<file path="config.mk">
export PLATFORM = sky130hd
export DESIGN_NAME = frig_top
export DESIGN_NICKNAME = d
export VERILOG_FILES = /design/src/verilog/frig_pkg.sv /design/src/verilog/frig_conv_timer.sv /design/src/verilog/frig_top.sv
export VERILOG_INCLUDE_DIRS = /design/src /design/src/verilog
export SDC_FILE = /design/constraint.sdc
export NUM_CORES = 1
export LEC_CHECK = 0
export BUFFER_PORTS_ARGS = -buffer_cell sky130_fd_sc_hd__buf_2
export CAP_MARGIN = 10
export CORE_MARGIN = 4
export CORE_UTILIZATION = 55
export CTS_BUF_LIST = sky130_fd_sc_hd__clkbuf_16
export CTS_CLUSTER_DIAMETER = 30
export CTS_CLUSTER_SIZE = 12
export DETAILED_ROUTE_END_ITERATION = 8
export GPL_TIMING_DRIVEN = 0
export HOLD_SLACK_MARGIN = 0.05
export PLACE_DENSITY = 0.72
export SYNTH_ARGS = -nofsm -noshare
export SYNTH_HDL_FRONTEND = slang
export SYNTH_HIERARCHICAL = 1
export SYNTH_SLANG_ARGS = --single-unit
export TNS_END_PERCENT = 1
</file>
<file path="constraint.sdc">
create_clock -name sys_clk_in -period 19.87 [get_ports sys_clk_in]
set_input_delay 0 -clock sys_clk_in [delete_from_list [all_inputs] [get_ports sys_clk_in]]
set_output_delay 0 -clock sys_clk_in [all_outputs]
set_load 0.005 [all_outputs]
</file>
<file path="src/verilog/frig_map.svh">
// register offsets, field codes, result values and timing figures
`ifndef FRIG_MAP_SVH
`define FRIG_MAP_SVH

`define FRIG_CLK_MHZ 250
`define FRIG_CONV11_TIME_US 510
`define FRIG_CONV14_TIME_US 940

`define FRIG_OFS_SENSE_HI 8'h12
`define FRIG_OFS_SENSE_LO 8'h13
`define FRIG_OFS_OVF_STATUS 8'h1c
`define FRIG_OFS_POWER_HI 8'h1d
`define FRIG_OFS_POWER_LO 8'h1e

`define FRIG_OVF_SENSE_BIT 2
`define FRIG_OVF_POWER_BIT 0

`define FRIG_SAT_RESULT 16'hffc0
`define FRIG_MAX_SAMPLES 12'h800
`define FRIG_MAX_SHIFT 4'hb

`define FRIG_SEL_PIN 2'h0
`define FRIG_SEL_SENSE 2'h1
`define FRIG_SEL_BUS 2'h2
`define FRIG_SEL_POWER 2'h3

`endif

</file>
<file path="src/verilog/frig_pkg.sv">
// types shared by the free-run integration sequencer
package frig_pkg;
	typedef enum logic [1:0] {
		FRIG_IDLE,
		FRIG_BUS,
		FRIG_SENSE,
		FRIG_CALC
	} frig_state_t;
	typedef logic [1:0] frig_osel_t;
	typedef logic [2:0] frig_gain_t;
endpackage

</file>
<file path="src/verilog/frig_conv_timer.sv">
// conversion timer: one conversion's length from resolution and filter
module frig_conv_timer #(
	parameter int CW = 20,
	parameter int BASE11_CYC = 1000,
	parameter int BASE14_CYC = 2000
) (
	input wire logic sys_clk_in, // system clock
	input wire logic rst_in, // sync reset, active high
	input wire logic start_in, // start one conversion
	input wire logic abort_in, // drop a running conversion
	input wire logic res14_in, // 14-bit resolution
	input wire logic filt_in, // post filter on
	output logic done_out // one-cycle end of conversion
);
	logic [CW-1:0] cnt_q, cnt_d, base_len, conv_len;
	logic busy_q, busy_d, done_q, done_d;

	always_comb begin
		base_len = res14_in ? CW'(BASE14_CYC) : CW'(BASE11_CYC);
		// filtering lengthens the conversion by half
		conv_len = filt_in ? base_len + (base_len >> 1) : base_len;
		cnt_d = cnt_q;
		busy_d = busy_q;
		done_d = 1'b0;
		if (abort_in) begin
			busy_d = 1'b0;
		end else if (start_in) begin
			cnt_d = conv_len;
			busy_d = 1'b1;
		end else if (busy_q) begin
			cnt_d = cnt_q - CW'(1);
			if (cnt_q == CW'(1)) begin
				busy_d = 1'b0;
				done_d = 1'b1;
			end
		end
	end

	always_ff @(posedge sys_clk_in) begin
		if (rst_in) begin
			cnt_q <= '0;
			busy_q <= 1'b0;
			done_q <= 1'b0;
		end else begin
			cnt_q <= cnt_d;
			busy_q <= busy_d;
			done_q <= done_d;
		end
	end

	assign done_out = done_q;
endmodule // frig_conv_timer

</file>
<file path="src/verilog/frig_top.sv">
// free-run integration sequencer with current gain and overflow handling
//
// Function
// - sample count is two to code, cap 2048
// - 11 or 14 bits per channel
// - filter lengthens conversion by half
// - power sample: bus then sense conversion
// - single channel mode converts only that channel
// - period end latches result into DAC
// - integrate state restarts period after calculation
// - read state stops, discards partial period
// - period length follows type, count, resolution, filter
// - current gain is two to code
// - detect gain overflow in sense or power
// - overflow sets status bit 2, bit 0
// - sense overflow saturates sense result ffc0
// - power overflow saturates power result ffc0
// - accumulators stay exact, only results clamp
// - DAC takes upper ten result bits
// - stop at 2048 samples then compute
// - output select picks type and mode
`include "frig_map.svh"

module frig_top #(
	parameter int CONV11_CYC = `FRIG_CONV11_TIME_US * `FRIG_CLK_MHZ,
	parameter int CONV14_CYC = (`FRIG_CONV14_TIME_US * `FRIG_CLK_MHZ) / 1
) (
	input wire logic sys_clk_in, // 250 MHz clock
	input wire logic rst_in, // sync reset, active high
	input wire logic integrate_in, // high: integrate state, low: read
	input wire frig_pkg::frig_osel_t output_select_field_in, // type, mode
	input wire logic [3:0] sample_count_code_in, // samples per period
	input wire logic sense_resolution_sel_in, // sense: 1 = 14 bit
	input wire logic bus_resolution_sel_in, // bus: 1 = 14 bit
	input wire logic sense_filter_en_in, // sense post filter
	input wire logic bus_filter_en_in, // bus post filter
	input wire frig_pkg::frig_gain_t current_gain_code_in, // gain code
	input wire logic recalc_output_bit_in, // pulse: recalc in read
	input wire logic [13:0] adc_sense_in, // sense sample, right aligned
	input wire logic [13:0] adc_bus_in, // bus sample, right aligned
	input wire logic [7:0] reg_addr_in, // register read address
	output logic [7:0] reg_rdata_out, // register data, one cycle later
	output logic [9:0] dac_out, // output DAC code
	output logic integrating_out // a period is running
);
	import frig_pkg::*;

	// ----------------------------------------------------------------
	// state
	// ----------------------------------------------------------------
	frig_state_t state_q, state_d;
	frig_osel_t osel_q, osel_d;
	logic [3:0] shift_q, shift_d;
	logic [11:0] target_q, target_d;
	logic [11:0] cnt_q, cnt_d;
	logic sres_q, sres_d, bres_q, bres_d, sfil_q, sfil_d, bfil_q, bfil_d;
	logic [24:0] isum_q, isum_d, bsum_q, bsum_d, last_isum_q, last_isum_d;
	logic [24:0] last_bsum_q, last_bsum_d;
	logic [38:0] psum_q, psum_d, last_psum_q, last_psum_d;
	logic [13:0] bus_smp_q, bus_smp_d, s_norm, b_norm;
	logic [27:0] prod;
	logic start_q, start_d, recalc_q, recalc_d, smp_done, conv_done;
	logic integ_q, integ_d;
	logic [3:0] code_shift;

	always_comb begin
		s_norm = sres_q ? adc_sense_in : {adc_sense_in[10:0], 3'h0};
		b_norm = bres_q ? adc_bus_in : {adc_bus_in[10:0], 3'h0};
		prod = bus_smp_q * s_norm;
		// codes above 11 all mean 2048 samples
		code_shift = (sample_count_code_in > `FRIG_MAX_SHIFT) ?
			`FRIG_MAX_SHIFT : sample_count_code_in;
	end

	always_comb begin
		state_d = state_q;
		osel_d = osel_q;
		shift_d = shift_q;
		target_d = target_q;
		sres_d = sres_q;
		bres_d = bres_q;
		sfil_d = sfil_q;
		bfil_d = bfil_q;
		cnt_d = cnt_q;
		isum_d = isum_q;
		bsum_d = bsum_q;
		psum_d = psum_q;
		last_isum_d = last_isum_q;
		last_bsum_d = last_bsum_q;
		last_psum_d = last_psum_q;
		bus_smp_d = bus_smp_q;
		start_d = 1'b0;
		recalc_d = recalc_q;
		smp_done = 1'b0;
		case (state_q)
			FRIG_IDLE: begin
				// count, resolution and filter settings only take hold when integration starts from idle
				if (integrate_in && output_select_field_in != `FRIG_SEL_PIN) begin
					osel_d = output_select_field_in;
					shift_d = code_shift;
					target_d = 12'h1 << code_shift;
					sres_d = sense_resolution_sel_in;
					bres_d = bus_resolution_sel_in;
					sfil_d = sense_filter_en_in;
					bfil_d = bus_filter_en_in;
					cnt_d = '0;
					isum_d = '0;
					bsum_d = '0;
					psum_d = '0;
					recalc_d = 1'b0;
					start_d = 1'b1;
					state_d = (output_select_field_in == `FRIG_SEL_SENSE) ?
						FRIG_SENSE : FRIG_BUS;
				end else if (recalc_output_bit_in) begin
					recalc_d = 1'b1;
					state_d = FRIG_CALC;
				end
			end
			FRIG_BUS, FRIG_SENSE: begin
				if (!integrate_in) begin
					// read state: the partial period is thrown away
					cnt_d = '0;
					isum_d = '0;
					bsum_d = '0;
					psum_d = '0;
					state_d = FRIG_IDLE;
				end else if (conv_done && state_q == FRIG_BUS) begin
					bus_smp_d = b_norm;
					bsum_d = bsum_q + 25'(b_norm);
					if (osel_q == `FRIG_SEL_POWER) begin
						start_d = 1'b1;
						state_d = FRIG_SENSE;
					end else begin
						smp_done = 1'b1;
					end
				end else if (conv_done) begin
					isum_d = isum_q + 25'(s_norm);
					psum_d = psum_q + 39'(prod);
					smp_done = 1'b1;
				end
			end
			FRIG_CALC: begin
				recalc_d = 1'b0;
				if (integrate_in && output_select_field_in != `FRIG_SEL_PIN &&
					!recalc_q) begin
					// a new mode is picked up between periods
					osel_d = output_select_field_in;
					cnt_d = '0;
					isum_d = '0;
					bsum_d = '0;
					psum_d = '0;
					start_d = 1'b1;
					state_d = (output_select_field_in == `FRIG_SEL_SENSE) ?
						FRIG_SENSE : FRIG_BUS;
				end else begin
					state_d = FRIG_IDLE;
				end
			end
			default: state_d = FRIG_IDLE;
		endcase
		if (smp_done) begin
			cnt_d = cnt_q + 12'h1;
			if (cnt_d == target_q) begin
				// accumulators copied whole, never clamped
				last_isum_d = isum_d;
				last_bsum_d = bsum_d;
				last_psum_d = psum_d;
				state_d = FRIG_CALC;
			end else begin
				start_d = 1'b1;
				state_d = (osel_q == `FRIG_SEL_SENSE) ? FRIG_SENSE : FRIG_BUS;
			end
		end
		integ_d = state_d == FRIG_BUS || state_d == FRIG_SENSE;
	end

	always_ff @(posedge sys_clk_in) begin
		if (rst_in) begin
			state_q <= FRIG_IDLE;
			osel_q <= `FRIG_SEL_PIN;
			shift_q <= '0;
			target_q <= 12'h1;
			sres_q <= 1'b0;
			bres_q <= 1'b0;
			sfil_q <= 1'b0;
			bfil_q <= 1'b0;
			cnt_q <= '0;
			isum_q <= '0;
			bsum_q <= '0;
			psum_q <= '0;
			last_isum_q <= '0;
			last_bsum_q <= '0;
			last_psum_q <= '0;
			bus_smp_q <= '0;
			start_q <= 1'b0;
			recalc_q <= 1'b0;
			integ_q <= 1'b0;
		end else begin
			state_q <= state_d;
			osel_q <= osel_d;
			shift_q <= shift_d;
			target_q <= target_d;
			sres_q <= sres_d;
			bres_q <= bres_d;
			sfil_q <= sfil_d;
			bfil_q <= bfil_d;
			cnt_q <= cnt_d;
			isum_q <= isum_d;
			bsum_q <= bsum_d;
			psum_q <= psum_d;
			last_isum_q <= last_isum_d;
			last_bsum_q <= last_bsum_d;
			last_psum_q <= last_psum_d;
			bus_smp_q <= bus_smp_d;
			start_q <= start_d;
			recalc_q <= recalc_d;
			integ_q <= integ_d;
		end
	end

	// ----------------------------------------------------------------
	// conversion timing
	// ----------------------------------------------------------------
	frig_conv_timer #(
		.CW(20),
		.BASE11_CYC(CONV11_CYC),
		.BASE14_CYC(CONV14_CYC)
	) frig_conv_timer_i (
		.sys_clk_in(sys_clk_in),
		.rst_in(rst_in),
		.start_in(start_q),
		.abort_in(state_q == FRIG_IDLE || state_q == FRIG_CALC),
		.res14_in(state_q == FRIG_SENSE ? sres_q : bres_q),
		.filt_in(state_q == FRIG_SENSE ? sfil_q : bfil_q),
		.done_out(conv_done)
	);

	// ----------------------------------------------------------------
	// result calculation and registers
	// ----------------------------------------------------------------
	logic [15:0] sense_res_q, sense_res_d, power_res_q, power_res_d;
	logic [15:0] bus_res_q, bus_res_d, s16, p16;
	logic [22:0] s_gain, p_gain;
	logic [24:0] average_current, b_avg;
	logic [38:0] p_avg;
	logic s_ovf, p_ovf, sov_q, sov_d, pov_q, pov_d;
	logic [9:0] dac_q, dac_d;
	logic [7:0] rdata_q, rdata_d;

	always_comb begin
		average_current = last_isum_q >> shift_q;
		b_avg = last_bsum_q >> shift_q;
		p_avg = last_psum_q >> shift_q;
		s16 = {average_current[13:0], 2'h0};
		p16 = p_avg[27:12];
		s_gain = {7'h0, s16} << current_gain_code_in;
		p_gain = {7'h0, p16} << current_gain_code_in;
		s_ovf = (|s_gain[22:16]) && (osel_q == `FRIG_SEL_SENSE ||
			osel_q == `FRIG_SEL_POWER);
		p_ovf = (|p_gain[22:16]) && osel_q == `FRIG_SEL_POWER;
		sense_res_d = sense_res_q;
		power_res_d = power_res_q;
		bus_res_d = bus_res_q;
		sov_d = sov_q;
		pov_d = pov_q;
		dac_d = dac_q;
		if (state_q == FRIG_CALC) begin
			sov_d = s_ovf;
			pov_d = p_ovf;
			sense_res_d = s_ovf ? `FRIG_SAT_RESULT :
				{s_gain[15:6], 6'h0};
			power_res_d = p_ovf ? `FRIG_SAT_RESULT :
				{p_gain[15:6], 6'h0};
			bus_res_d = {b_avg[13:0], 2'h0};
			case (osel_q)
				`FRIG_SEL_SENSE: dac_d = sense_res_d[15:6];
				`FRIG_SEL_BUS: dac_d = bus_res_d[15:6];
				default: dac_d = power_res_d[15:6];
			endcase
		end
		case (reg_addr_in)
			`FRIG_OFS_SENSE_HI: rdata_d = sense_res_q[15:8];
			`FRIG_OFS_SENSE_LO: rdata_d = sense_res_q[7:0];
			`FRIG_OFS_POWER_HI: rdata_d = power_res_q[15:8];
			`FRIG_OFS_POWER_LO: rdata_d = power_res_q[7:0];
			`FRIG_OFS_OVF_STATUS: begin
				rdata_d = 8'h0;
				rdata_d[`FRIG_OVF_SENSE_BIT] = sov_q;
				rdata_d[`FRIG_OVF_POWER_BIT] = pov_q;
			end
			default: rdata_d = 8'h0;
		endcase
	end

	always_ff @(posedge sys_clk_in) begin
		if (rst_in) begin
			sense_res_q <= '0;
			power_res_q <= '0;
			bus_res_q <= '0;
			sov_q <= 1'b0;
			pov_q <= 1'b0;
			dac_q <= '0;
			rdata_q <= '0;
		end else begin
			sense_res_q <= sense_res_d;
			power_res_q <= power_res_d;
			bus_res_q <= bus_res_d;
			sov_q <= sov_d;
			pov_q <= pov_d;
			dac_q <= dac_d;
			rdata_q <= rdata_d;
		end
	end

	assign reg_rdata_out = rdata_q;
	assign dac_out = dac_q;
	assign integrating_out = integ_q;
endmodule // frig_top

</file>
* Word-level counts from Yosys, hierarchy flattened
Index checks and enable logic that the tools add are counted.
** Storage, ports and cells
- Bits in registers :: 305
- Output and inout bits :: 19
** Operators by class
- $add $sub $neg :: 6
- $mul :: 1
- Order comparisons :: 1
- Eq/ne operators :: 22
- Shift operators :: 6
- Muxes and demuxes :: 69
- Bitwise operators :: 2
- Reductions and logical operators :: 25
** Operators with widths (count)
- 25-bit two-way mux :: 9
- 39-bit two-way mux :: 5
- 25-bit one-hot mux with 3 select lines :: 2
- 39-bit one-hot mux with 3 select lines :: 1
- 20-bit two-way mux :: 3
- 25-bit by 14-bit adder with 25-bit output :: 2
- 25-bit by 4-bit >> shifter with 14-bit output :: 2
- 12-bit two-way mux :: 4
- 16-bit by 3-bit << shifter with 23-bit output :: 2
- 8-bit by 5-bit == test with 1-bit output (second input constant) :: 5
- 8-bit one-hot mux with 5 select lines :: 1
- 39-bit by 28-bit adder with 39-bit output :: 1
- 39-bit by 4-bit >> shifter with 28-bit output :: 1
- 12-bit one-hot mux with 3 select lines :: 1
- 16-bit two-way mux :: 2
- 14-bit by 14-bit multiplier with 28-bit output :: 1
- 14-bit two-way mux :: 2
- 2-bit two-way mux :: 12
- 20-bit by 19-bit adder with 20-bit output :: 1
- 20-bit by 1-bit == test with 1-bit output (second input constant) :: 1
- 1-bit two-way mux :: 20
- 10-bit one-hot mux with 2 select lines :: 1
- 20-bit by 1-bit subtractor with 20-bit output (second input constant) :: 1
- 18-bit two-way mux :: 1
- 24 further kinds :: 51

* Logic depth before layout (Yosys ltp)
- Depth after elaboration :: 8
- Depth in mapped cells :: 26
- Gate-level depth less buffers :: 24

* Modules after synthesis
The synthesis kept the hierarchy.
** Modules (own cells, without submodules)
- frig_top :: times used 1, cells an instance 2883, area each 24634.9 um2
- frig_conv_timer :: times used 1, cells an instance 179, area each 1426.4 um2

* Worst setup path after synthesis
OpenSTA, ideal clock, no wires.
- Path kind :: register -> register
- Start :: register sres_q
- End :: register last_psum_q[28]
- Setup time :: 0.134 ns
- Arrival :: 6.876 ns
- Required time :: 19.736 ns
- Slack :: 12.860 ns
- Stages on the path, launching flop included :: 27
- Path buffers :: 2
- Cell sequence :: dfxtp_1 > clkbuf_1 > mux2i_1 > clkbuf_1 > nor2b_1 > fa_1 > inv_1 > fa_1 > inv_1 > fa_1 > inv_1 > fa_1 > inv_1 > fa_1 > inv_1 > fa_1 > inv_1 > ha_1 > a21oi_1 > o21ai_0 > a21o_1 > a221oi_2 > o22ai_1 > a2111oi_0 > o21ai_0 > a32oi_1 > a211oi_1
** On the way
- Cells in the longest elaborated chain, start to end :: 7
** RTL lines
- start, declared :: RTL line frig_top.sv:56 : logic sres_q, sres_d, bres_q, bres_d, sfil_q, sfil_d, bfil_q, bfil_d;
- start signal, assigned :: RTL line frig_top.sv:203 : sres_q <= sres_d;
- 14-bit two-way mux :: RTL line frig_top.sv:67 : s_norm = sres_q ? adc_sense_in : {adc_sense_in[10:0], 3'h0};
- 14-bit by 14-bit multiplier with 28-bit output :: RTL line frig_top.sv:69 : prod = bus_smp_q * s_norm;
- 39-bit by 28-bit adder with 39-bit output :: RTL line frig_top.sv:138 : psum_d = psum_q + 39'(prod);
- 39-bit two-way mux :: RTL line frig_top.sv:136 : end else if (conv_done) begin
- 39-bit two-way mux :: RTL line frig_top.sv:127 : end else if (conv_done && state_q == FRIG_BUS) begin
- 39-bit two-way mux :: RTL line frig_top.sv:120 : if (!integrate_in) begin
- 39-bit one-hot mux with 3 select lines :: RTL line frig_top.sv:95 : case (state_q)
- end signal, assigned :: RTL line frig_top.sv:213 : last_psum_q <= last_psum_d;
- end, declared :: RTL line frig_top.sv:59 : logic [38:0] psum_q, psum_d, last_psum_q, last_psum_d;
Every way passes these cells.
A chain may end at the register's enable or synchronous reset.

* Worst setup path after layout
- Start :: register sres_q
- End :: register last_psum_q[32]
The elaborated chain is that of the path after synthesis.

==> flow_summary.toml <==
[status]
status = "completed"

[worst_setup_path]
worstPathArrival_ns = 9.29
r2r-start = "sres_q"
cp_data_required_time_ns = 20.32
cp-startpoint = "sres_q"
crit_path_max_fanout = 10
cp-end-kind = "flip-flop"
r2r_slack_ns = 11.02
crit_type = "reg -> reg"
start_kind = "flip-flop"
reg2reg_depth = 26

[synthesis]
synth_largest_area_cell = "dfxtp_1"
synth_common_cells = "nor2_1 (366), nand2_1 (285), dfxtp_1 (277)"
yosysMostFrequentCell = "nor2_1"
ys_types = 105
ys_seq_area_frac = 0.213
async_flop_share = 0
synth_area_leaders = "dfxtp_1 (21%), fa_1 (13%), ha_1 (6.7%)"
synth_cells = 3062
netlist.area_leader.share = 0.213
synth_nets = 3426
synth_edf_count = 0
synthFlopType = "dfxtp_1"
synth_area_per_cell_um2 = 8.51
syn_area_um2 = 26100
yosysWarningCount = 6
ys_seq_elements = 277

[route]
drc = 0
wire_per_inst_um = 24.1
vias = 25200
wirelength_um = 94000
vias_per_cell = 6.46
ant_nets = 0
drt-pass1-iter-count = 6
first_iter_violations = 2221

[grt]
grt_pass1_wl_um = 145000
grt_busiest_layer = "met2"
grt_pass1_vias = 24900
grt_use_met3 = 0.0685
use_met1 = 0.462
grt_max_degree = 17
use_met2 = 0.593
grt-ovfl-total = 0
antenna_found_initial = 1
track_usage = 0.365

[final_layout]
postLayoutCoreUtil = 0.639
drive_above_1_share = 0.119
fillerInstances = 4021
layout.nets = 3601
antenna_cells = 0
area_delta_synth_final_pct = 14.4

[sta]
rsz0062_at_grt = "false"
hold_violations = 0
fin_setup_tns_ns = 0
period_needed_ns = 8.85
fmax_ghz = 0.113
fin_skew_ns = 0.0318
relSlewSlack = 0.227
setup_viol = 0
worstMarginPinSlew_ns = 1.15
period_share = 0.445
drv_slew = 0

[place]
gp_congestion = 1.09
io_buffers = 67
post-dp-hpwl_um = 73600

[die]
die_w_um = 226
top_level_ports = 72
coreArea_um2 = 46700
fp.dieArea_um2 = 50900
rows = 79
start_util = 0.559
die_h_um = 226

[clock_network]
cts_setup_buffers = 0
insertion_delay_ns = 0.61
htree_levels = 2
cts.sinks = 277
tritoncts = "yes"
cts-buffers-inserted = 59
cts_max_path_buffers = 3
clk_pin_slew_ns = 0.05
ctsRootBufferMaster = "clkbuf_16"

[power]
vdd_drop_max_v = 0.000118
p_leak_nw = 12.7
powerDensity_nw_per_um2 = 68.0

[run]
maxCapViolations = 0

[hold_path]
min_from = "reg_addr_in[0]"
min_path_type = "in -> reg"
hold_depth = 4
[what timing repair did]
| item | in CTS | in global routing |
|---|---|---|
| hold buffers | 47 | 0 |
| endpoints found under the hold margin | 53 | 0 |
| endpoints found under the setup margin | 0 | 0 |
| resized for setup | 0 | 0 |
[routing by layer]
layer	part of all wire	up-vias
li1	-	11300
met1	0.39	12200
met2	0.46	1374
met3	0.085	339
met4	0.063	0
met5	0	-
[final timing paths]
| check | endpoint |
|---|---|
| setup / recovery | last_psum_q[32] |
| setup reg to reg | last_psum_q[32] |
| hold reg to reg | sfil_q |
| hold / removal | reg_rdata_out[5] |
[layout make-up]
type	count	area, um^2	area share
repair buffers	114	806	0.0270
plain buffers	197	976	0.0327
clock inverters	52	692	0.0232
flip-flops and latches	277	5550	0.186
multi-input cells	2365	18700	0.627
well taps	607	759	0.0255
clock buffers	60	1500	0.0504
inverters	223	837	0.0281
[stage by stage]
step,instances,setup slack (ns),hold WS [ns],power [W],area [um^2]
2_1_floorplan,3062,12.86,0.136,0.000830,26100
3_3_place_gp,3736,11.35,0.267,0.000945,27200
3_5_place_dp,3736,11.27,0.268,0.000949,27200
4_1_cts,3895,11.23,0.0598,0.00202,29800
5_1_grt,3895,10.88,0.111,0.00209,29800
6_report,3895,11.02,0.0989,0.00203,29800
[power by group]
group	total, W	switching [W]	internal (W)
Combinational	0.000370	0.000249	0.000120
Sequential	0.000586	0.0000145	0.000571
Clock	0.00107	0.000349	0.000724
Total	0.00203	0.000613	0.00142
[registers in the layout (all words and copies together) (netlist names), 2 cells and up]
signal,cells
last_psum_q,27
shift_q,4
psum_q,39
sense_res_q,10
dac_out,10
bus_smp_q,14
isum_q,25
power_res_q,10
cnt_q,12
last_isum_q,25
frig_conv_timer_i/cnt_q,20
bsum_q,25
state_q,2
target_q,12
last_bsum_q,21
osel_q,2
reg_rdata_out,8
[worst max-delay path: stages (launching register included)]
cell,delay [ns]
dfxtp_1,0.47
clkbuf_1,0.49
mux2i_1,0.76
clkbuf_1,0.48
nor2b_1,0.15
fa_1,0.54
inv_1,0.05
fa_1,0.48
inv_1,0.05
fa_1,0.50
inv_1,0.06
fa_1,0.53
inv_1,0.05
fa_1,0.48
inv_1,0.06
fa_1,0.53
inv_1,0.04
ha_1,0.34
a21oi_1,0.16
o21ai_0,0.10
a21o_1,0.21
a221oi_2,0.54
o22ai_1,0.31
a21oi_1,0.65
nor2_1,0.14
a31oi_1,0.35
a211oi_1,0.12
[placed cells by master (no fill, tap or decap), types with 17 or more instances in the layout]
cell	Yosys	routed
mux2_2	55	55
mux2i_1	76	76
xor2_1	21	21
o21ai_0	106	106
and3_1	67	67
or3_1	19	19
dfxtp_1	277	277
inv_1	222	223
mux4_2	58	58
buf_2	24	91
clkbuf_1	132	132
clkbuf_16	0	60
a31oi_1	29	29
nand2_1	285	285
xnor2_1	41	41
o21a_1	17	17
a22oi_1	56	56
buf_4	18	18
nor2b_1	36	36
a21oi_1	176	176
o211ai_1	30	30
nor2_1	366	366
a211oi_1	104	104
nor3_1	61	61
ha_1	140	140
nand3_1	43	43
and2_1	103	103
a21o_1	28	28
dlygate4sd3_1	0	47
fa_1	171	171
[cell families after synthesis]
logic type	after synthesis	synth area share
AND/OR/NAND/NOR	1064	0.192
multiplexers	201	0.114
adder cells (fa/ha/maj)	311	0.199
XOR/XNOR	62	0.0208
AO/OA/AOI/OAI	727	0.192
flip-flops	277	0.213
buffers and inverters	420	0.0696
Note: power is estimated with default switching activity, not from simulation.
